[src/core/fdpi_regs.svh]
// Constants for the floppy drive pin interface
`ifndef FDPI_REGS_SVH
`define FDPI_REGS_SVH

`define FDPI_CFG_PULLUP_DIS_BIT  7
`define FDPI_CFG_RESET           8'h00
`define FDPI_STEP_LOW_NS         3000
`define FDPI_STEP_SETUP_NS       1000
`define FDPI_CLK_NS              8
`define FDPI_STEP_LOW_CYC        ((`FDPI_STEP_LOW_NS + `FDPI_CLK_NS - 1) / `FDPI_CLK_NS)
`define FDPI_STEP_SETUP_CYC      ((`FDPI_STEP_SETUP_NS + `FDPI_CLK_NS - 1) / `FDPI_CLK_NS)
`define FDPI_CNT_W               10

`endif

[src/core/fdpi_pkg.sv]
// Types for the floppy drive pin interface
package fdpi_pkg;
    typedef enum logic [1:0] {
        FDPI_ST_IDLE  = 2'b00,
        FDPI_ST_SETUP = 2'b01,
        FDPI_ST_PULSE = 2'b10,
        FDPI_ST_HOLD  = 2'b11
    } fdpi_step_st_t;
endpackage

[src/core/fdpi_step.sv]
// Step pulse sequencer with direction held around each pulse
`timescale 1ns/1ps
`include "fdpi_regs.svh"
module fdpi_step (
    input  wire logic i_clk,
    input  wire logic i_sys_rst,
    input  wire logic i_step_req,
    input  wire logic i_dir_out,
    output logic      o_step_ready,
    output logic      o_step_n,
    output logic      o_dir
);
    fdpi_pkg::fdpi_step_st_t           st_q;
    fdpi_pkg::fdpi_step_st_t           st_d;
    logic [`FDPI_CNT_W-1:0]            cnt_q;
    logic [`FDPI_CNT_W-1:0]            cnt_d;
    logic                              dir_q;
    logic                              step_n_q;
    wire                               cnt_done = (cnt_q == '0);
    wire                               take     = (st_q == fdpi_pkg::FDPI_ST_IDLE) && i_step_req;
    localparam logic [`FDPI_CNT_W-1:0] SETUP_N  = `FDPI_CNT_W'(`FDPI_STEP_SETUP_CYC - 1);
    localparam logic [`FDPI_CNT_W-1:0] LOW_N    = `FDPI_CNT_W'(`FDPI_STEP_LOW_CYC - 1);

    always_comb begin
        st_d  = st_q;
        cnt_d = cnt_done ? cnt_q : cnt_q - 1'b1;
        case (st_q)
            fdpi_pkg::FDPI_ST_IDLE: begin
                if (i_step_req) begin
                    st_d  = fdpi_pkg::FDPI_ST_SETUP;
                    cnt_d = SETUP_N;
                end
            end
            fdpi_pkg::FDPI_ST_SETUP: begin
                if (cnt_done) begin
                    st_d  = fdpi_pkg::FDPI_ST_PULSE;
                    cnt_d = LOW_N;
                end
            end
            fdpi_pkg::FDPI_ST_PULSE: begin
                if (cnt_done) begin
                    st_d  = fdpi_pkg::FDPI_ST_HOLD;
                    cnt_d = SETUP_N;
                end
            end
            fdpi_pkg::FDPI_ST_HOLD: begin
                if (cnt_done) begin
                    st_d = fdpi_pkg::FDPI_ST_IDLE;
                end
            end
            default: st_d = fdpi_pkg::FDPI_ST_IDLE;
        endcase
    end

    always_ff @(posedge i_clk) begin
        if (i_sys_rst) begin
            st_q     <= fdpi_pkg::FDPI_ST_IDLE;
            cnt_q    <= '0;
            dir_q    <= 1'b1;
            step_n_q <= 1'b1;
        end else begin
            st_q     <= st_d;
            cnt_q    <= cnt_d;
            // direction latched per step
            if (take) begin
                dir_q <= i_dir_out;
            end
            // one low pulse per step
            step_n_q <= (st_d != fdpi_pkg::FDPI_ST_PULSE);
        end
    end

    assign o_step_ready = (st_q == fdpi_pkg::FDPI_ST_IDLE);
    assign o_step_n     = step_n_q;
    assign o_dir        = dir_q;
endmodule

[src/core/fdpi_sync.sv]
// Two-flop synchroniser for drive status inputs
`timescale 1ns/1ps
module fdpi_sync #(
    parameter int W = 5
) (
    input  wire logic         i_clk,
    input  wire logic         i_sys_rst,
    input  wire logic [W-1:0] i_async,
    output logic      [W-1:0] o_sync
);
    logic [W-1:0] meta_q;
    logic [W-1:0] sync_q;

    // Inactive drive lines idle high
    always_ff @(posedge i_clk) begin
        if (i_sys_rst) begin
            meta_q <= '1;
            sync_q <= '1;
        end else begin
            meta_q <= i_async;
            sync_q <= meta_q;
        end
    end

    assign o_sync = sync_q;
endmodule

[src/core/fdpi_top.sv]
// Drive-side pin interface of the floppy controller
// Summary of operation
// Motor A output low runs drive 0
// Motor B output low runs drive 1
// Select A open-drain, low enables drive A
// Select B open-drain, low enables drive B
// Direction high outward, low inward
// One low step pulse per track
// Head select high side 0, low side 1
// Precompensated write data low to drive
// Drive pulls index low at track start
// Drive pulls outer cylinder low at track 0
// Drive holds write protect low when protected
// Drive asserts media swap low on change
// Drive delivers raw read data stream
// 1k pull-ups, removed by config bit 7
// 24 or 48 MHz reference, 24 default
// Direction stable across each step pulse
// No write gate while write protected
`timescale 1ns/1ps
`include "fdpi_regs.svh"
module fdpi_top (
    input  wire logic       i_clk,
    input  wire logic       i_sys_rst,
    // Controller side
    input  wire logic       i_motor_a,
    input  wire logic       i_motor_b,
    input  wire logic       i_sel_a,
    input  wire logic       i_sel_b,
    input  wire logic       i_step_req,
    input  wire logic       i_dir_out,
    input  wire logic       i_side1,
    input  wire logic       i_wr_gate,
    input  wire logic       i_wr_data,
    input  wire logic [7:0] i_fdc_cfg_f0,
    input  wire logic       i_ref_48m,
    output logic            o_step_ready,
    output logic            o_index,
    output logic            o_outer_cylinder,
    output logic            o_write_protect,
    output logic            o_media_swap,
    output logic            o_read_data,
    output logic            o_ref_48m_sel,
    // Drive pins (open drain: _oe high pulls low)
    output logic            o_motor_a_on_n_oe,
    output logic            o_motor_b_on_n_oe,
    output logic            o_select_a_n_oe,
    output logic            o_select_b_n_oe,
    output logic            o_dir_n_oe,
    output logic            o_step_n_oe,
    output logic            o_head_n_oe,
    output logic            o_write_serial_n_oe,
    output logic            o_write_gate_n_oe,
    output logic            o_pullup_en,
    input  wire logic       i_index_n,
    input  wire logic       i_outer_cylinder_n,
    input  wire logic       i_write_protect_n,
    input  wire logic       i_read_data_n,
    input  wire logic       i_media_swap_n
);
    logic [4:0] pins_s;
    logic       step_n;
    logic       dir;
    logic [8:0] drv_q;
    logic       ref_q;
    logic       pu_q;

    fdpi_sync #(
        .W (5)
    ) u_sync (
        .i_clk     (i_clk),
        .i_sys_rst (i_sys_rst),
        .i_async   ({i_index_n, i_outer_cylinder_n, i_write_protect_n, i_read_data_n, i_media_swap_n}),
        .o_sync    (pins_s)
    );

    fdpi_step u_step (
        .i_clk        (i_clk),
        .i_sys_rst    (i_sys_rst),
        .i_step_req   (i_step_req),
        .i_dir_out    (i_dir_out),
        .o_step_ready (o_step_ready),
        .o_step_n     (step_n),
        .o_dir        (dir)
    );

    // index seen low at track start
    assign o_index          = ~pins_s[4];
    // outer cylinder indication
    assign o_outer_cylinder = ~pins_s[3];
    // protected diskette indication
    assign o_write_protect  = ~pins_s[2];
    // raw read stream, active high inside
    assign o_read_data      = ~pins_s[1];
    // media change indication
    assign o_media_swap     = ~pins_s[0];

    // write gate blocked by protect
    wire wr_ok = i_wr_gate & pins_s[2];

    always_ff @(posedge i_clk) begin
        if (i_sys_rst) begin
            drv_q <= '0;
            ref_q <= 1'b0;
            pu_q  <= 1'b1;
        end else begin
            // motors and selects
            drv_q[0] <= i_motor_a;
            drv_q[1] <= i_motor_b;
            drv_q[2] <= i_sel_a;
            drv_q[3] <= i_sel_b;
            // low level means inward
            drv_q[4] <= ~dir;
            drv_q[5] <= ~step_n;
            // pulling low selects side 1
            drv_q[6] <= i_side1;
            // write data only with gate open
            drv_q[7] <= wr_ok & i_wr_data;
            drv_q[8] <= wr_ok;
            // pull-ups off when bit set
            pu_q  <= ~i_fdc_cfg_f0[`FDPI_CFG_PULLUP_DIS_BIT];
            // reference selection, 24 MHz default
            ref_q <= i_ref_48m;
        end
    end

    assign o_motor_a_on_n_oe   = drv_q[0];
    assign o_motor_b_on_n_oe   = drv_q[1];
    assign o_select_a_n_oe     = drv_q[2];
    assign o_select_b_n_oe     = drv_q[3];
    assign o_dir_n_oe          = drv_q[4];
    assign o_step_n_oe         = drv_q[5];
    assign o_head_n_oe         = drv_q[6];
    assign o_write_serial_n_oe = drv_q[7];
    assign o_write_gate_n_oe   = drv_q[8];
    assign o_pullup_en         = pu_q;
    assign o_ref_48m_sel       = ref_q;
endmodule

[config.mk]
export PLATFORM = sky130hd
export DESIGN_NAME = fdpi_top
export DESIGN_NICKNAME = d
export VERILOG_FILES = /design/src/core/fdpi_pkg.sv /design/src/core/fdpi_step.sv /design/src/core/fdpi_sync.sv /design/src/core/fdpi_top.sv
export VERILOG_INCLUDE_DIRS = /design/src /design/src/core
export SDC_FILE = /design/constraint.sdc
export NUM_CORES = 1
export LEC_CHECK = 0
export BUFFER_PORTS_ARGS = -buffer_cell sky130_fd_sc_hd__buf_2
export CAP_MARGIN = 20
export CORE_ASPECT_RATIO = 1.1
export CORE_MARGIN = 5
export CORE_UTILIZATION = 51
export CTS_CLUSTER_SIZE = 14
export DETAILED_ROUTE_END_ITERATION = 6
export PLACE_DENSITY = 0.79
export SLEW_MARGIN = 20
export SYNTH_ARGS = -nofsm -noshare
export SYNTH_HDL_FRONTEND = slang
export SYNTH_HIERARCHICAL = 1
export SYNTH_SLANG_ARGS = --single-unit
export TNS_END_PERCENT = 100
[constraint.sdc]
create_clock -name i_clk -period 3.15 [get_ports i_clk]
set_input_delay 0.1575 -clock i_clk [delete_from_list [all_inputs] [get_ports i_clk]]
set_output_delay 0.1575 -clock i_clk [all_outputs]
set_load 0.01 [all_outputs]
Word level (Yosys, flattened, before mapping). Index checks and enable logic that the tools add are counted.

Mux-type cells: 10. Add/sub/neg operators: 1. Equal/unequal tests: 4. Magnitude comparators: 0. Bitwise gates (word level): 10. Multiply operators: 0. Divide/modulo/power cells: 0. Reduce and logical (&&, ||, !) cells: 3. Shift-type cells: 0.

Operator list (count): $mux W10 (4); $pmux W10 S3 (1); $logic_not A10 Y1 (1); $sub A10 B1 Y10 const B (1); $mux W2 (4); $not A1 Y1 (8); $pmux W2 S4 (1); $eq A2 B2 Y1 const B (2); $and A1 B1 Y1 (2); $eq A2 B1 Y1 const B (1); $logic_not A2 Y1 (1); $ne A2 B2 Y1 const B (1); $logic_and A1 B1 Y1 (1).

Memories kept: 0. RAM bits: 0. Flip-flop bits (word level): 35. Bits in latches: 0. Memory bits (read-only): 0. Word-level logic and storage cells: 37.

Logic depth before layout (Yosys ltp). Gate-level depths: netlist of run 1.

Depth after elaboration: 4. Depth in mapped cells: 10.

Modules after synthesis. The synthesis of run 1 kept the hierarchy.

Modules (own cells, without submodules): fdpi_step (times used 1, cells each 89, area an instance 809.5 um^2); fdpi_top (times used 1, cells each 28, area an instance 320.3 um^2); fdpi_sync (times used 1, cells each 20, area an instance 262.8 um^2).

Worst setup path after synthesis of run 1. Ideal clock, no wire load.

Path type: reg2reg. From: reg u_step.cnt_q[0]. To: reg u_step.cnt_q[0]. Arrival: 1.940 ns. Path slack: 1.124 ns. Buffers on the path: 1. Setup time: 0.086 ns. Cell stages (with the launch flop): 11. Cells stage by stage: dfxtp_1 inv_1 ha_1 nor3b_2 and3_1 buf_2 inv_2 ha_1 nor3_1 a211oi_1 a211oi_1.

Cells in the longest elaborated chain, start to end: 4. Elaborated cells on any way between the ends: 7. Those cells by class: 1 x add/sub; 5 x mux; 1 x reduce/logical.

RTL lines: start: declaration (line fdpi_step.sv:15) `` logic [`FDPI_CNT_W-1:0] cnt_q; ``; start signal: assignment (line fdpi_step.sv:63) `cnt_q <= cnt_d;`; $sub A10 B1 Y10 / $logic_not A10 Y1 (equally long branches) (line fdpi_step.sv:26, fdpi_step.sv:19); $mux W10 (line fdpi_step.sv:26) `cnt_d = cnt_done ? cnt_q : cnt_q - 1'b1;`; $mux W10 (on tied branches) (line fdpi_step.sv:41, fdpi_step.sv:29, fdpi_step.sv:35); $pmux W10 S3 (*) (line fdpi_step.sv:27) `case (st_q)`.

Every way passes the cells marked *; elsewhere a longest branch is shown, timed or not. A chain may end at the register's enable or synchronous reset.

Worst setup path after layout of run 1.
From: reg u_step.cnt_q[6]. To: reg u_step.cnt_q[0].

Cells in the longest elaborated chain, start to end: 4. Elaborated cells on any way between the ends: 6. Those cells by class: 5 x mux; 1 x reduce/logical.

RTL lines: $logic_not A10 Y1 (*) (line fdpi_step.sv:19) `wire cnt_done = (cnt_q == '0);`; $mux W10 (line fdpi_step.sv:26); $mux W10 (on tied branches) (line fdpi_step.sv:41, fdpi_step.sv:29, fdpi_step.sv:35); $pmux W10 S3 (*) (line fdpi_step.sv:27).

Marked as above.

==> metrics.txt, run 1 <==
# TYPE chip_impl_metric gauge
chip_impl_info{name="outcome",value="finished clean"} 1
chip_impl_metric{name="grt_pass1_wl",unit="um"} 4550
chip_impl_metric{name="vias_in_the_first_global_route",unit=""} 1076
chip_impl_metric{name="layout_worst_path_cycle_share",unit="%"} 69.9
chip_impl_metric{name="number_of_instances_resized_during_post_cts_repair",unit=""} 0
chip_impl_metric{name="min_period",unit="ps"} 2200
chip_impl_info{name="holdCritPathClass",value="in -> reg"} 1
chip_impl_info{name="path_delay_family",value="simple AND/OR/NAND/NOR gates"} 1
chip_impl_metric{name="placed_cells",unit=""} 197
chip_impl_metric{name="instances_no_fill",unit=""} 211
chip_impl_metric{name="async_flop_share",unit="%"} 0
chip_impl_info{name="cp_cell_sequence",value="nor4_4 > and3_1 > inv_2 > ha_1 > nor3_1 > a211oi_1 > a211oi_1"} 1
chip_impl_info{name="worst_hold_startpoint",value="i_dir_out"} 1
chip_impl_metric{name="synth_area_per_cell",unit="um2"} 10.2
chip_impl_info{name="end_kind",value="flip-flop"} 1
chip_impl_metric{name="worst_ep_arrival",unit="ps"} 2470
chip_impl_metric{name="power.density",unit="nW/um2"} 703
chip_impl_metric{name="place_congestion",unit=""} 0.797
chip_impl_metric{name="finalMaxSlewViolations",unit=""} 0
chip_impl_metric{name="number_of_flops_mapped_to_enable_cells_by_yosys",unit=""} 0
chip_impl_metric{name="core_area",unit="um2"} 2570
chip_impl_metric{name="timing.reg2reg.worst_path_depth",unit=""} 7
chip_impl_metric{name="tightestPinTransition",unit="ps"} 557
chip_impl_metric{name="wl_per_cell",unit="um"} 13.4
chip_impl_metric{name="number_of_cts_inserted_buffers",unit=""} 5
chip_impl_metric{name="die_h",unit="um"} 64.8
chip_impl_metric{name="ir_worst_vdd",unit="mV"} 0.408
chip_impl_metric{name="clock_latency",unit="ps"} 340
chip_impl_info{name="r2r-start",value="u_step/cnt_q[6]"} 1
chip_impl_info{name="worstSetupPathType",value="reg -> reg"} 1
chip_impl_metric{name="netlist_instances",unit=""} 137
chip_impl_metric{name="max_freq",unit="MHz"} 454
chip_impl_metric{name="cts_max_level",unit=""} 2
chip_impl_metric{name="chipWidth",unit="um"} 59.8
chip_impl_info{name="clockRootBuffer",value="sky130_fd_sc_hd__clkbuf_4"} 1
chip_impl_metric{name="vias",unit=""} 1137
chip_impl_metric{name="placementRows",unit=""} 19
chip_impl_metric{name="final_hold_viol_count",unit=""} 0
chip_impl_info{name="most_common_cell_after_layout_fill_and_taps_aside",value="sky130_fd_sc_hd__dfxtp_1"} 1
chip_impl_metric{name="syn_to_final_growth",unit="%"} 21.4
chip_impl_metric{name="slew_headroom",unit="%"} 62.9
chip_impl_metric{name="route.detailed.drc",unit=""} 0
chip_impl_metric{name="antenna-diode-count",unit=""} 0
chip_impl_metric{name="grt-ovfl-total",unit=""} 0
chip_impl_metric{name="cap_viol_max_count",unit=""} 0
chip_impl_metric{name="clock_sink_count",unit=""} 35
chip_impl_metric{name="netlist_area",unit="um2"} 1390
chip_impl_metric{name="ys.warnings.count",unit=""} 6
chip_impl_metric{name="setup_viol_count_final",unit=""} 0
chip_impl_metric{name="finalNetCount",unit=""} 207
chip_impl_info{name="timing.critical_path.mode_cell",value="sky130_fd_sc_hd__a211oi_1"} 1
chip_impl_metric{name="hold-worst-slack",unit="ps"} 21.6
chip_impl_metric{name="first_pass_drt_iterations",unit=""} 4
chip_impl_metric{name="mappedNetlistNets",unit=""} 165
chip_impl_info{name="timing.critical_path.slowest_stage_cell",value="sky130_fd_sc_hd__nor4_4"} 1
chip_impl_metric{name="grt_max_degree",unit=""} 36
chip_impl_metric{name="power.leakage",unit="nW"} 0.753
chip_impl_metric{name="post_synthesis_sequential_element_count",unit=""} 35
chip_impl_metric{name="synth.lib_cells_used.distinct",unit=""} 46
chip_impl_metric{name="seq_area_frac_synth",unit="%"} 50.3
chip_impl_info{name="synthFlopType",value="sky130_fd_sc_hd__dfxtp_1"} 1
chip_impl_metric{name="critical_path.max_fanout",unit=""} 9
chip_impl_info{name="most-common-layout-cells",value="sky130_fd_sc_hd__dfxtp_1 (35), sky130_fd_sc_hd__buf_2 (34), sky130_fd_sc_hd__or2_1 (10), sky130_fd_sc_hd__inv_1 (9), sky130_fd_sc_hd__nor2b_1 (9)"} 1
chip_impl_metric{name="worstPathRequired",unit="ps"} 3410
chip_impl_metric{name="port_buffer_count",unit=""} 34
chip_impl_metric{name="fp.dieArea",unit="um2"} 3880
chip_impl_metric{name="boundaryPins",unit=""} 42
chip_impl_metric{name="grt_usage",unit="%"} 15.6
chip_impl_metric{name="clock-skew-final",unit="ps"} 11.2
chip_impl_metric{name="dp_hpwl",unit="um"} 1920
chip_impl_metric{name="grt_antenna_before_repair",unit=""} 0
chip_impl_metric{name="worst-path-buf-inv",unit=""} 1
chip_impl_metric{name="initial_core_util",unit="%"} 54.2
chip_impl_metric{name="drive_above_1_share",unit="%"} 27.2
chip_impl_metric{name="critical_path.max_stage_delay",unit="ps"} 540
chip_impl_metric{name="vias_per_cell",unit=""} 5.39
chip_impl_metric{name="setup_total_negative_slack",unit="ps"} 0
chip_impl_metric{name="hold-path-cell-count",unit=""} 2
chip_impl_info{name="crit_path_start_kind",value="flip-flop"} 1
chip_impl_metric{name="finalWirelength",unit="um"} 2820
chip_impl_info{name="grt_setup_unrepaired",value="false"} 1
chip_impl_metric{name="r2r_setup_slack",unit="ps"} 950
chip_impl_metric{name="core_utilization_of_the_finished_layout",unit="%"} 65.8
chip_impl_info{name="tritoncts",value="done"} 1
chip_impl_metric{name="cts-hold-fix-buffers",unit=""} 6
chip_impl_metric{name="number_of_nets_with_antenna_violations_after_detailed_routing",unit=""} 0
chip_impl_metric{name="postCtsSetupRepairBufs",unit=""} 0
chip_impl_info{name="crit-reg2reg-capture",value="u_step/cnt_q[0]"} 1
chip_impl_metric{name="cts.reportedPaths.clkPinSlew",unit="ps"} 110
chip_impl_metric{name="clk_path_buf_depth",unit=""} 2
chip_impl_info{name="hold_path_end",value="u_step/o_dir"} 1
chip_impl_metric{name="drt_iter0_markers",unit=""} 33
[per-layer routing]
layer	vias up	track usage [%]	wire length, um	share of wire [%]
met5	-	0	0	0
met4	0	9.70	52	1.8
met3	5	4.96	206	7.3
met2	37	26.9	1420	50
met1	531	16.0	1140	40
li1	564	-	-	-
[stage by stage]
stage | instance area (um2) | setup WS, ps | power (W)
after detailed placement | 1580 | 985 | 0.000948
after floorplan | 1390 | 1120 | 0.000855
after global routing | 1690 | 824 | 0.00127
final | 1690 | 948 | 0.00119
after global placement | 1580 | 1080 | 0.000926
after CTS | 1690 | 948 | 0.00119
[sequential cells by signal, summed over array words and instances (netlist names)]
signal / flops
u_step/cnt_q: 10
drv_q: 9
u_sync/meta_q: 5
u_sync/o_sync: 5
u_step/st_q: 2
o_pullup_en: 1
o_ref_48m_sel: 1
u_step/o_dir: 1
u_step/o_step_n: 1
[logic make-up (layout without fill, tap and decap cells)]
kind of cell,count (synthesis),count (layout),synth area share [%]
compound gates,28,28,15.5
xor+xnor,1,1,0.629
flops,35,35,50.3
mux,2,2,1.44
buf+inv,16,59,5.03
simple gates,51,51,23.7
fa+ha+maj,4,4,3.41
[cell usage after synthesis, types with 2 or more instances]
library cell               instances  share of area, %
sky130_fd_sc_hd__a31oi_1           4               1.8
sky130_fd_sc_hd__mux2i_1           2               1.4
sky130_fd_sc_hd__nor3_1            3               1.1
sky130_fd_sc_hd__or4_1             2               1.1
sky130_fd_sc_hd__a21oi_1           5               1.8
sky130_fd_sc_hd__clkbuf_1          3              0.81
sky130_fd_sc_hd__ha_1              3               2.7
sky130_fd_sc_hd__a311oi_1          2               1.3
sky130_fd_sc_hd__or2_1            10               4.5
sky130_fd_sc_hd__nand2_1           3              0.81
sky130_fd_sc_hd__nand2b_1          2              0.90
sky130_fd_sc_hd__nor2b_1           9               4.0
sky130_fd_sc_hd__nand4_1           2              0.90
sky130_fd_sc_hd__a211oi_1          4               2.2
sky130_fd_sc_hd__o31ai_1           2               1.1
sky130_fd_sc_hd__o21ai_0           2              0.72
sky130_fd_sc_hd__inv_1             9               2.4
sky130_fd_sc_hd__nor2_1            8               2.2
sky130_fd_sc_hd__dfxtp_1          35                50
[power by group]
group	switching [W]	internal, W
clock network	0.000149	0.0000861
registers	0.0000653	0.000499
logic	0.000204	0.000186
total	0.000418	0.000770
[worst reg2reg max path: stages (launching register included)]
cell                       delay [ps]
sky130_fd_sc_hd__dfxtp_1          390
sky130_fd_sc_hd__nor4_4           540
sky130_fd_sc_hd__and3_1           370
sky130_fd_sc_hd__inv_2            100
sky130_fd_sc_hd__ha_1             300
sky130_fd_sc_hd__nor3_1           140
sky130_fd_sc_hd__a211oi_1          70
sky130_fd_sc_hd__a211oi_1         220
[worst max path at each step]
stage,startpoint,endpoint,slack [ps],cells past startpoint
finish,u_step/cnt_q[6],u_step/cnt_q[0],950,7
global route,u_step/cnt_q[6],u_step/cnt_q[0],820,7
CTS,u_step/cnt_q[6],u_step/cnt_q[0],950,7
detailed placement,u_step/cnt_q[6],u_step/cnt_q[0],980,7
global placement,u_step/cnt_q[6],u_step/cnt_q[0],1080,7
floorplan,u_step/cnt_q[0],u_step/cnt_q[0],1120,10
[area by class of cell]
cell class,instances,area [um2]
fill,205,877
sequential,35,701
multi-input combinational,86,622
timing repair buffer,41,238
clock buffer,6,41.3
tap,31,38.8
inverter,10,37.5
clock inverter,2,12.5
No activity file was read; power rests on OpenSTA's default activity.
==> run 2: changes to the inputs <==
- CORE_UTILIZATION: 51 -> 49
- PLACE_DENSITY: 0.79 -> 0.77
- clock period: 3.15 -> 2.3 ns (I/O delays scaled with it)
==> run 2 against run 1 <==
Against the previous run: flip-flop and latch count unchanged; clock power up 130%; via count up 1.1%; largest cell class unchanged.
==> metrics.txt, run 2 (synthesized netlist as in run 1, its figures left out) <==
# TYPE chip_impl_metric gauge
chip_impl_metric{name="die_h",unit="um"} 65.9
chip_impl_metric{name="min_period",unit="ps"} 2000
chip_impl_metric{name="finalWorstSetupSlack",unit="ps"} 301
chip_impl_metric{name="hold-worst-slack",unit="ps"} 23.1
chip_impl_metric{name="number_of_nets_with_antenna_violations_after_detailed_routing",unit=""} 0
chip_impl_info{name="outcome",value="finished clean"} 1
chip_impl_metric{name="boundaryPins",unit=""} 42
chip_impl_metric{name="cts.reportedPaths.clkPinSlew",unit="ps"} 100
chip_impl_info{name="routed.top_layer",value="met4"} 1
chip_impl_metric{name="multi_input_area",unit="um2"} 623
chip_impl_metric{name="grt_max_degree",unit=""} 36
chip_impl_metric{name="grt_antenna_before_repair",unit=""} 0
chip_impl_metric{name="grt_pass1_wl",unit="um"} 4720
chip_impl_metric{name="cts_max_level",unit=""} 2
chip_impl_metric{name="finalMaxSlewViolations",unit=""} 0
chip_impl_info{name="crit_path_start_kind",value="flip-flop"} 1
chip_impl_info{name="holdCritPathClass",value="in -> reg"} 1
chip_impl_metric{name="dp_hpwl",unit="um"} 1890
chip_impl_metric{name="tightestPinTransition",unit="ps"} 547
chip_impl_metric{name="first_pass_drt_iterations",unit=""} 4
chip_impl_metric{name="layout_worst_path_cycle_share",unit="%"} 86.9
chip_impl_metric{name="worstPathRequired",unit="ps"} 2560
chip_impl_metric{name="clock-skew-final",unit="ps"} 8.35
chip_impl_metric{name="ir_worst_vdd",unit="mV"} 0.831
chip_impl_metric{name="critical_path.max_fanout",unit=""} 4
chip_impl_metric{name="syn_to_final_growth",unit="%"} 31.2
chip_impl_info{name="most-common-layout-cells",value="sky130_fd_sc_hd__dfxtp_1 (35), sky130_fd_sc_hd__buf_2 (34), sky130_fd_sc_hd__dlygate4sd3_1 (13), sky130_fd_sc_hd__or2_1 (10)"} 1
chip_impl_info{name="most_common_cell_after_layout_fill_and_taps_aside",value="sky130_fd_sc_hd__dfxtp_1"} 1
chip_impl_metric{name="drive_above_1_share",unit="%"} 27.5
chip_impl_metric{name="initial_core_util",unit="%"} 50.6
chip_impl_metric{name="number_of_cts_inserted_buffers",unit=""} 5
chip_impl_info{name="biggestRegsByFlops",value="u_step/cnt_q: 10 flops, drv_q: 9 flops"} 1
chip_impl_metric{name="power.density",unit="nW/um2"} 1030
chip_impl_metric{name="chipWidth",unit="um"} 60.8
chip_impl_metric{name="max_ffs_per_register",unit=""} 10
chip_impl_metric{name="route.layer.met1.wl",unit="um"} 1190
chip_impl_info{name="registers.top_by_ff_count",value="u_step/cnt_q"} 1
chip_impl_metric{name="core_area",unit="um2"} 2750
chip_impl_metric{name="port_buffer_count",unit=""} 34
chip_impl_metric{name="wl_per_cell",unit="um"} 12.6
chip_impl_metric{name="finalNetCount",unit=""} 216
chip_impl_info{name="tritoncts",value="done"} 1
chip_impl_metric{name="final_hold_viol_count",unit=""} 0
chip_impl_metric{name="slew_headroom",unit="%"} 63.5
chip_impl_metric{name="worst_ep_arrival",unit="ps"} 2260
chip_impl_metric{name="vias",unit=""} 1149
chip_impl_metric{name="p_total",unit="W"} 0.00187
chip_impl_metric{name="placementRows",unit=""} 20
chip_impl_metric{name="fp.dieArea",unit="um2"} 4010
chip_impl_metric{name="fillerInstances",unit=""} 222
chip_impl_info{name="end_kind",value="flip-flop"} 1
chip_impl_metric{name="antenna-diode-count",unit=""} 0
chip_impl_metric{name="clk_path_buf_depth",unit=""} 2
chip_impl_metric{name="met2RoutedLength",unit="um"} 1400
chip_impl_info{name="worstSetupPathType",value="reg -> reg"} 1
chip_impl_metric{name="finalWirelength",unit="um"} 2810
chip_impl_metric{name="grt_usage",unit="%"} 15.7
chip_impl_metric{name="grt-ovfl-total",unit=""} 0
chip_impl_metric{name="core_utilization_of_the_finished_layout",unit="%"} 66.4
chip_impl_metric{name="postCtsSetupRepairBufs",unit=""} 0
chip_impl_metric{name="met3_length",unit="um"} 158
chip_impl_metric{name="pre_cts_slack",unit="ps"} 297
chip_impl_metric{name="final-seq-area",unit="um2"} 701
chip_impl_metric{name="setup_total_negative_slack",unit="ps"} 0
chip_impl_info{name="clockRootBuffer",value="sky130_fd_sc_hd__clkbuf_4"} 1
chip_impl_metric{name="clock_latency",unit="ps"} 330
chip_impl_metric{name="vias_per_cell",unit=""} 5.18
chip_impl_metric{name="max_freq",unit="MHz"} 500
chip_impl_metric{name="place_congestion",unit=""} 0.827
chip_impl_metric{name="clock_sink_count",unit=""} 35
chip_impl_metric{name="drt_iter0_markers",unit=""} 23
chip_impl_info{name="grt_setup_unrepaired",value="false"} 1
chip_impl_metric{name="vias_in_the_first_global_route",unit=""} 1138
chip_impl_metric{name="setup_viol_count_final",unit=""} 0
chip_impl_metric{name="route.detailed.drc",unit=""} 0
chip_impl_metric{name="power.leakage",unit="nW"} 0.816
chip_impl_metric{name="cap_viol_max_count",unit=""} 0
-- run 2: critical path: stages, from the launching register on --
cell and delay, ps:
sky130_fd_sc_hd__dfxtp_1 340, sky130_fd_sc_hd__inv_1 110, sky130_fd_sc_hd__ha_1 180, sky130_fd_sc_hd__or3b_4 390
sky130_fd_sc_hd__or3_4 360, sky130_fd_sc_hd__a2111o_1 390, sky130_fd_sc_hd__a211oi_2 170
-- run 2: cell type report --
cell class	instances	area share, %
Timing Repair Buffer	50	17.7
Clock inverter	2	3.29
Sequential cell	35	38.4
Multi-Input combinational cell	86	34.1
Tap cell	33	2.26
Clock buffer	6	2.26
Inverter	10	2.05
-- run 2: worst paths after layout --
path | from | end | slack, ps | cells past startpoint
worst max register to register | u_step/cnt_q[0] | u_step/cnt_q[8] | 300 | 6
worst max-delay path | u_step/cnt_q[0] | u_step/cnt_q[8] | 300 | 6
worst min register to register | u_step/o_step_n | drv_q[5] | 400 | 1
worst min-delay path | i_wr_gate | drv_q[8] | 20 | 2
-- run 2: timing repair --
item / CTS / global route
hold buffers: 13 / 0
endpoints found under the hold margin: 13 / 0
resized for setup: 0 / 1
endpoints found under the setup margin: 0 / 1
-- run 2: stage by stage --
step	std cells	area (um2)
4_1_cts	222	1830
3_3_place_gp	201	1590
5_1_grt	222	1830
2_1_floorplan	137	1390
3_5_place_dp	201	1590
6_report	222	1830
-- run 2: power breakdown --
part	switching [W]	internal [W]
combinational	0.000279	0.000285
clock	0.000198	0.000339
sequential	0.0000902	0.000683
total	0.000567	0.00131
-- run 2: metal layers --
metal	vias up	track usage (%)
met5	-	0
met4	0	7.86
met3	10	4.88
met2	30	27.3
met1	522	16.5
li1	587	-
==> run 3: changes to the inputs <==
- CORE_UTILIZATION: 49 -> 50
- SYNTH_HIERARCHICAL: 1 -> not set
==> run 3 against run 2 <==
Against the previous run: synthesized area grew 4.1%; clock power is 19% lower; via count up 11%; highest routed layer unchanged; cell count rose by 6.3%; maximum frequency decreased by 1.8%; synthesized cell count up 11%; critical path depth is 3 higher; clock skew grew 0.80 ps; first-iteration DRC count is 70% higher.
==> metrics.txt, run 3 <==
# TYPE chip_impl_metric gauge
chip_impl_metric{name="synth_area_per_cell",unit="um2"} 9.54
chip_impl_metric{name="synth.lib_cells_used.distinct",unit=""} 44
chip_impl_info{name="tritoncts",value="done"} 1
chip_impl_metric{name="min_period",unit="ps"} 2030
chip_impl_metric{name="number_of_instances_resized_during_post_cts_repair",unit=""} 0
chip_impl_metric{name="vias_in_the_first_global_route",unit=""} 1245
chip_impl_metric{name="placementRows",unit=""} 20
chip_impl_metric{name="grt_max_degree",unit=""} 35
chip_impl_metric{name="layout_worst_path_cycle_share",unit="%"} 88.5
chip_impl_metric{name="setup_viol_count_final",unit=""} 0
chip_impl_metric{name="synth-compound-area-share",unit="%"} 15.1
chip_impl_metric{name="number_of_cts_inserted_buffers",unit=""} 5
chip_impl_metric{name="synthMuxAreaShare",unit="%"} 1.38
chip_impl_info{name="grt_setup_unrepaired",value="false"} 1
chip_impl_metric{name="antenna-diode-count",unit=""} 0
chip_impl_metric{name="fp.dieArea",unit="um2"} 4080
chip_impl_info{name="most_common_cell_after_layout_fill_and_taps_aside",value="sky130_fd_sc_hd__dfxtp_1"} 1
chip_impl_metric{name="placed_cell_area",unit="um2"} 1650
chip_impl_info{name="outcome",value="finished clean"} 1
chip_impl_info{name="synthMostInstantiatedCell",value="sky130_fd_sc_hd__dfxtp_1"} 1
chip_impl_info{name="timing.critical_path.slowest_stage_cell",value="sky130_fd_sc_hd__dfxtp_1"} 1
chip_impl_metric{name="wl_per_cell",unit="um"} 13.5
chip_impl_metric{name="cts.reportedPaths.clkPinSlew",unit="ps"} 110
chip_impl_metric{name="max_ffs_per_register",unit=""} 10
chip_impl_metric{name="finalWirelength",unit="um"} 3180
chip_impl_metric{name="critical_path.max_fanout",unit=""} 7
chip_impl_metric{name="chipWidth",unit="um"} 61.4
chip_impl_metric{name="fillerInstances",unit=""} 206
chip_impl_metric{name="core_area",unit="um2"} 2780
chip_impl_metric{name="synth_xor_xnor_area_share",unit="%"} 2.42
chip_impl_metric{name="finalNetCount",unit=""} 230
chip_impl_metric{name="clock_sink_count",unit=""} 35
chip_impl_metric{name="mappedNetlistNets",unit=""} 180
chip_impl_metric{name="route.detailed.drc",unit=""} 0
chip_impl_metric{name="number_of_nets_with_antenna_violations_after_detailed_routing",unit=""} 0
chip_impl_metric{name="netlist_instances",unit=""} 152
chip_impl_metric{name="grt_usage",unit="%"} 17.8
chip_impl_metric{name="number_of_flops_mapped_to_enable_cells_by_yosys",unit=""} 0
chip_impl_info{name="ys_top_cells_by_count",value="sky130_fd_sc_hd__dfxtp_1 (35), sky130_fd_sc_hd__nor2_1 (13), sky130_fd_sc_hd__inv_1 (12)"} 1
chip_impl_metric{name="ir_worst_vdd",unit="mV"} 0.740
chip_impl_metric{name="post_synthesis_sequential_element_count",unit=""} 35
chip_impl_info{name="cp_cell_sequence",value="inv_1 > ha_1 > nor4b_4 > and3_4 > inv_4 > ha_1 > nor3_1 > a211oi_1 > a211oi_1"} 1
chip_impl_metric{name="drive_above_1_share",unit="%"} 27.1
chip_impl_metric{name="vias",unit=""} 1274
chip_impl_metric{name="grt-ovfl-total",unit=""} 0
chip_impl_metric{name="adder_cell_share_of_the_synthesized_area",unit="%"} 2.59
chip_impl_metric{name="postCtsSetupRepairBufs",unit=""} 0
chip_impl_metric{name="vias_per_cell",unit=""} 5.40
chip_impl_metric{name="netlist_area",unit="um2"} 1450
chip_impl_metric{name="seq_area_frac_synth",unit="%"} 48.3
chip_impl_metric{name="clock-skew-final",unit="ps"} 9.15
chip_impl_metric{name="critical_path.max_stage_delay",unit="ps"} 350
chip_impl_metric{name="first_pass_drt_iterations",unit=""} 4
chip_impl_metric{name="setup_total_negative_slack",unit="ps"} 0
chip_impl_metric{name="port_buffer_count",unit=""} 34
chip_impl_metric{name="finalMaxSlewViolations",unit=""} 0
chip_impl_metric{name="worst_ep_arrival",unit="ps"} 2290
chip_impl_metric{name="dp_hpwl",unit="um"} 2100
chip_impl_info{name="registers.top_by_ff_count",value="u_step.cnt_q"} 1
chip_impl_info{name="biggestRegsByFlops",value="u_step.cnt_q: 10 flops, drv_q: 9 flops"} 1
chip_impl_metric{name="final_hold_viol_count",unit=""} 0
chip_impl_info{name="crit_path_start_kind",value="flip-flop"} 1
chip_impl_info{name="clockRootBuffer",value="sky130_fd_sc_hd__clkbuf_4"} 1
chip_impl_metric{name="clk_path_buf_depth",unit=""} 2
chip_impl_metric{name="slew_headroom",unit="%"} 65.9
chip_impl_metric{name="power.leakage",unit="nW"} 0.828
chip_impl_metric{name="die_h",unit="um"} 66.5
chip_impl_metric{name="post_synth_and_or_nand_nor_area_fraction",unit="%"} 25.0
chip_impl_info{name="holdCritPathClass",value="in -> reg"} 1
chip_impl_metric{name="initial_core_util",unit="%"} 52.2
chip_impl_metric{name="cts_max_level",unit=""} 2
chip_impl_metric{name="final_design_area_no_fill",unit="um2"} 1870
chip_impl_metric{name="clock_latency",unit="ps"} 330
chip_impl_metric{name="max_freq",unit="MHz"} 491
chip_impl_info{name="synthFlopType",value="sky130_fd_sc_hd__dfxtp_1"} 1
chip_impl_info{name="synth_top_family_by_area",value="simple AND/OR/NAND/NOR gates"} 1
chip_impl_metric{name="tightestPinTransition",unit="ps"} 512
chip_impl_metric{name="grt_pass1_wl",unit="um"} 5400
chip_impl_metric{name="place_congestion",unit=""} 0.836
chip_impl_info{name="ys_top_cells_by_area",value="sky130_fd_sc_hd__dfxtp_1 (48%), sky130_fd_sc_hd__nor2b_1 (3.5%), sky130_fd_sc_hd__or2_2 (3.5%), sky130_fd_sc_hd__nor2_1 (3.4%), sky130_fd_sc_hd__a211oi_1 (3.1%)"} 1
chip_impl_metric{name="async_flop_share",unit="%"} 0
chip_impl_info{name="synth_top_cell_by_area",value="sky130_fd_sc_hd__dfxtp_1"} 1
chip_impl_info{name="worstSetupPathType",value="reg -> reg"} 1
chip_impl_metric{name="power.density",unit="nW/um2"} 945
chip_impl_metric{name="synth_top_area_share",unit="%"} 48.3
chip_impl_metric{name="boundaryPins",unit=""} 42
chip_impl_metric{name="syn_to_final_growth",unit="%"} 28.7
chip_impl_metric{name="p_total",unit="W"} 0.00176
chip_impl_metric{name="grt_antenna_before_repair",unit=""} 0
chip_impl_info{name="most-common-layout-cells",value="sky130_fd_sc_hd__dfxtp_1 (35), sky130_fd_sc_hd__buf_2 (34), sky130_fd_sc_hd__dlygate4sd3_1 (14), sky130_fd_sc_hd__nor2_1 (13), sky130_fd_sc_hd__inv_1 (12)"} 1
chip_impl_metric{name="cap_viol_max_count",unit=""} 0
chip_impl_metric{name="ys.warnings.count",unit=""} 0
chip_impl_info{name="end_kind",value="flip-flop"} 1
chip_impl_metric{name="cts-hold-fix-buffers",unit=""} 13
chip_impl_metric{name="drt_iter0_markers",unit=""} 39
chip_impl_metric{name="worstPathRequired",unit="ps"} 2560
## run 3: cell types whose count changed in the layout (fill, tap and decap cells not counted), moves of 3 or more
cell | before | now
sky130_fd_sc_hd__inv_1 | 9 | 12
sky130_fd_sc_hd__or2_1 | 10 | 3
sky130_fd_sc_hd__nor2_1 | 8 | 13
sky130_fd_sc_hd__or2_2 | 0 | 8
sky130_fd_sc_hd__o21ai_0 | 2 | 5
## run 3: cell families after synthesis
group | Yosys count
fa+ha+maj | 3
mux | 2
flops | 35
buf+inv | 19
xor+xnor | 4
compound gates | 30
simple gates | 59
## run 3: per-layer routing
metal,up-vias,wire length [um],track usage [%]
met5,-,0,0
met4,0,47,6.10
met3,6,268,7.36
met2,50,1640,30.6
met1,585,1220,19.3
li1,633,-,-
## run 3: metrics by stage
stage	hold slack [ps]	cells	util (%)	setup slack [ps]
2_1_floorplan	189	152	-	340
4_1_cts	6.08	235	66.8	268
3_3_place_gp	284	214	59.2	357
6_report	27.6	236	67.2	265
3_5_place_dp	292	214	59.2	306
5_1_grt	27.7	236	67.2	123
## run 3: path summary, 6_finish.rpt
kind | start | to | slack (ps) | cells past startpoint
setup / recovery | u_step.cnt_q[0] | u_step.cnt_q[0] | 270 | 9
hold / removal | i_wr_gate | drv_q[8] | 30 | 3
setup reg to reg | u_step.cnt_q[0] | u_step.cnt_q[0] | 270 | 9
hold reg to reg | u_step.o_step_n | drv_q[5] | 400 | 1
## run 3: critical path: cells and delay by family, from the launching register on
family,cells,cell delay [ps]
compound gates,2,300
fa+ha+maj,2,490
flops,1,350
simple gates,3,650
buf+inv,2,170
## run 3: power by group
| group | internal, W | total [W] | switching, W | leakage [nW] |
|---|---|---|---|---|
| registers | 0.000682 | 0.000777 | 0.0000947 | 0.290 |
| clock network | 0.000229 | 0.000435 | 0.000207 | 0.0452 |
| logic | 0.000266 | 0.000553 | 0.000286 | 0.493 |
## run 3: layout make-up
cell class                 instances  area [um2]  share of cell area (%)
multi-input combinational         98         674                    36.1
timing repair buffer              49         318                    17.0
clock buffer                       5        37.5                    2.01
tap                               33        41.3                    2.21
clock inverter                     3        43.8                    2.35
sequential                        35         701                    37.5
inverter                          13        51.3                    2.75
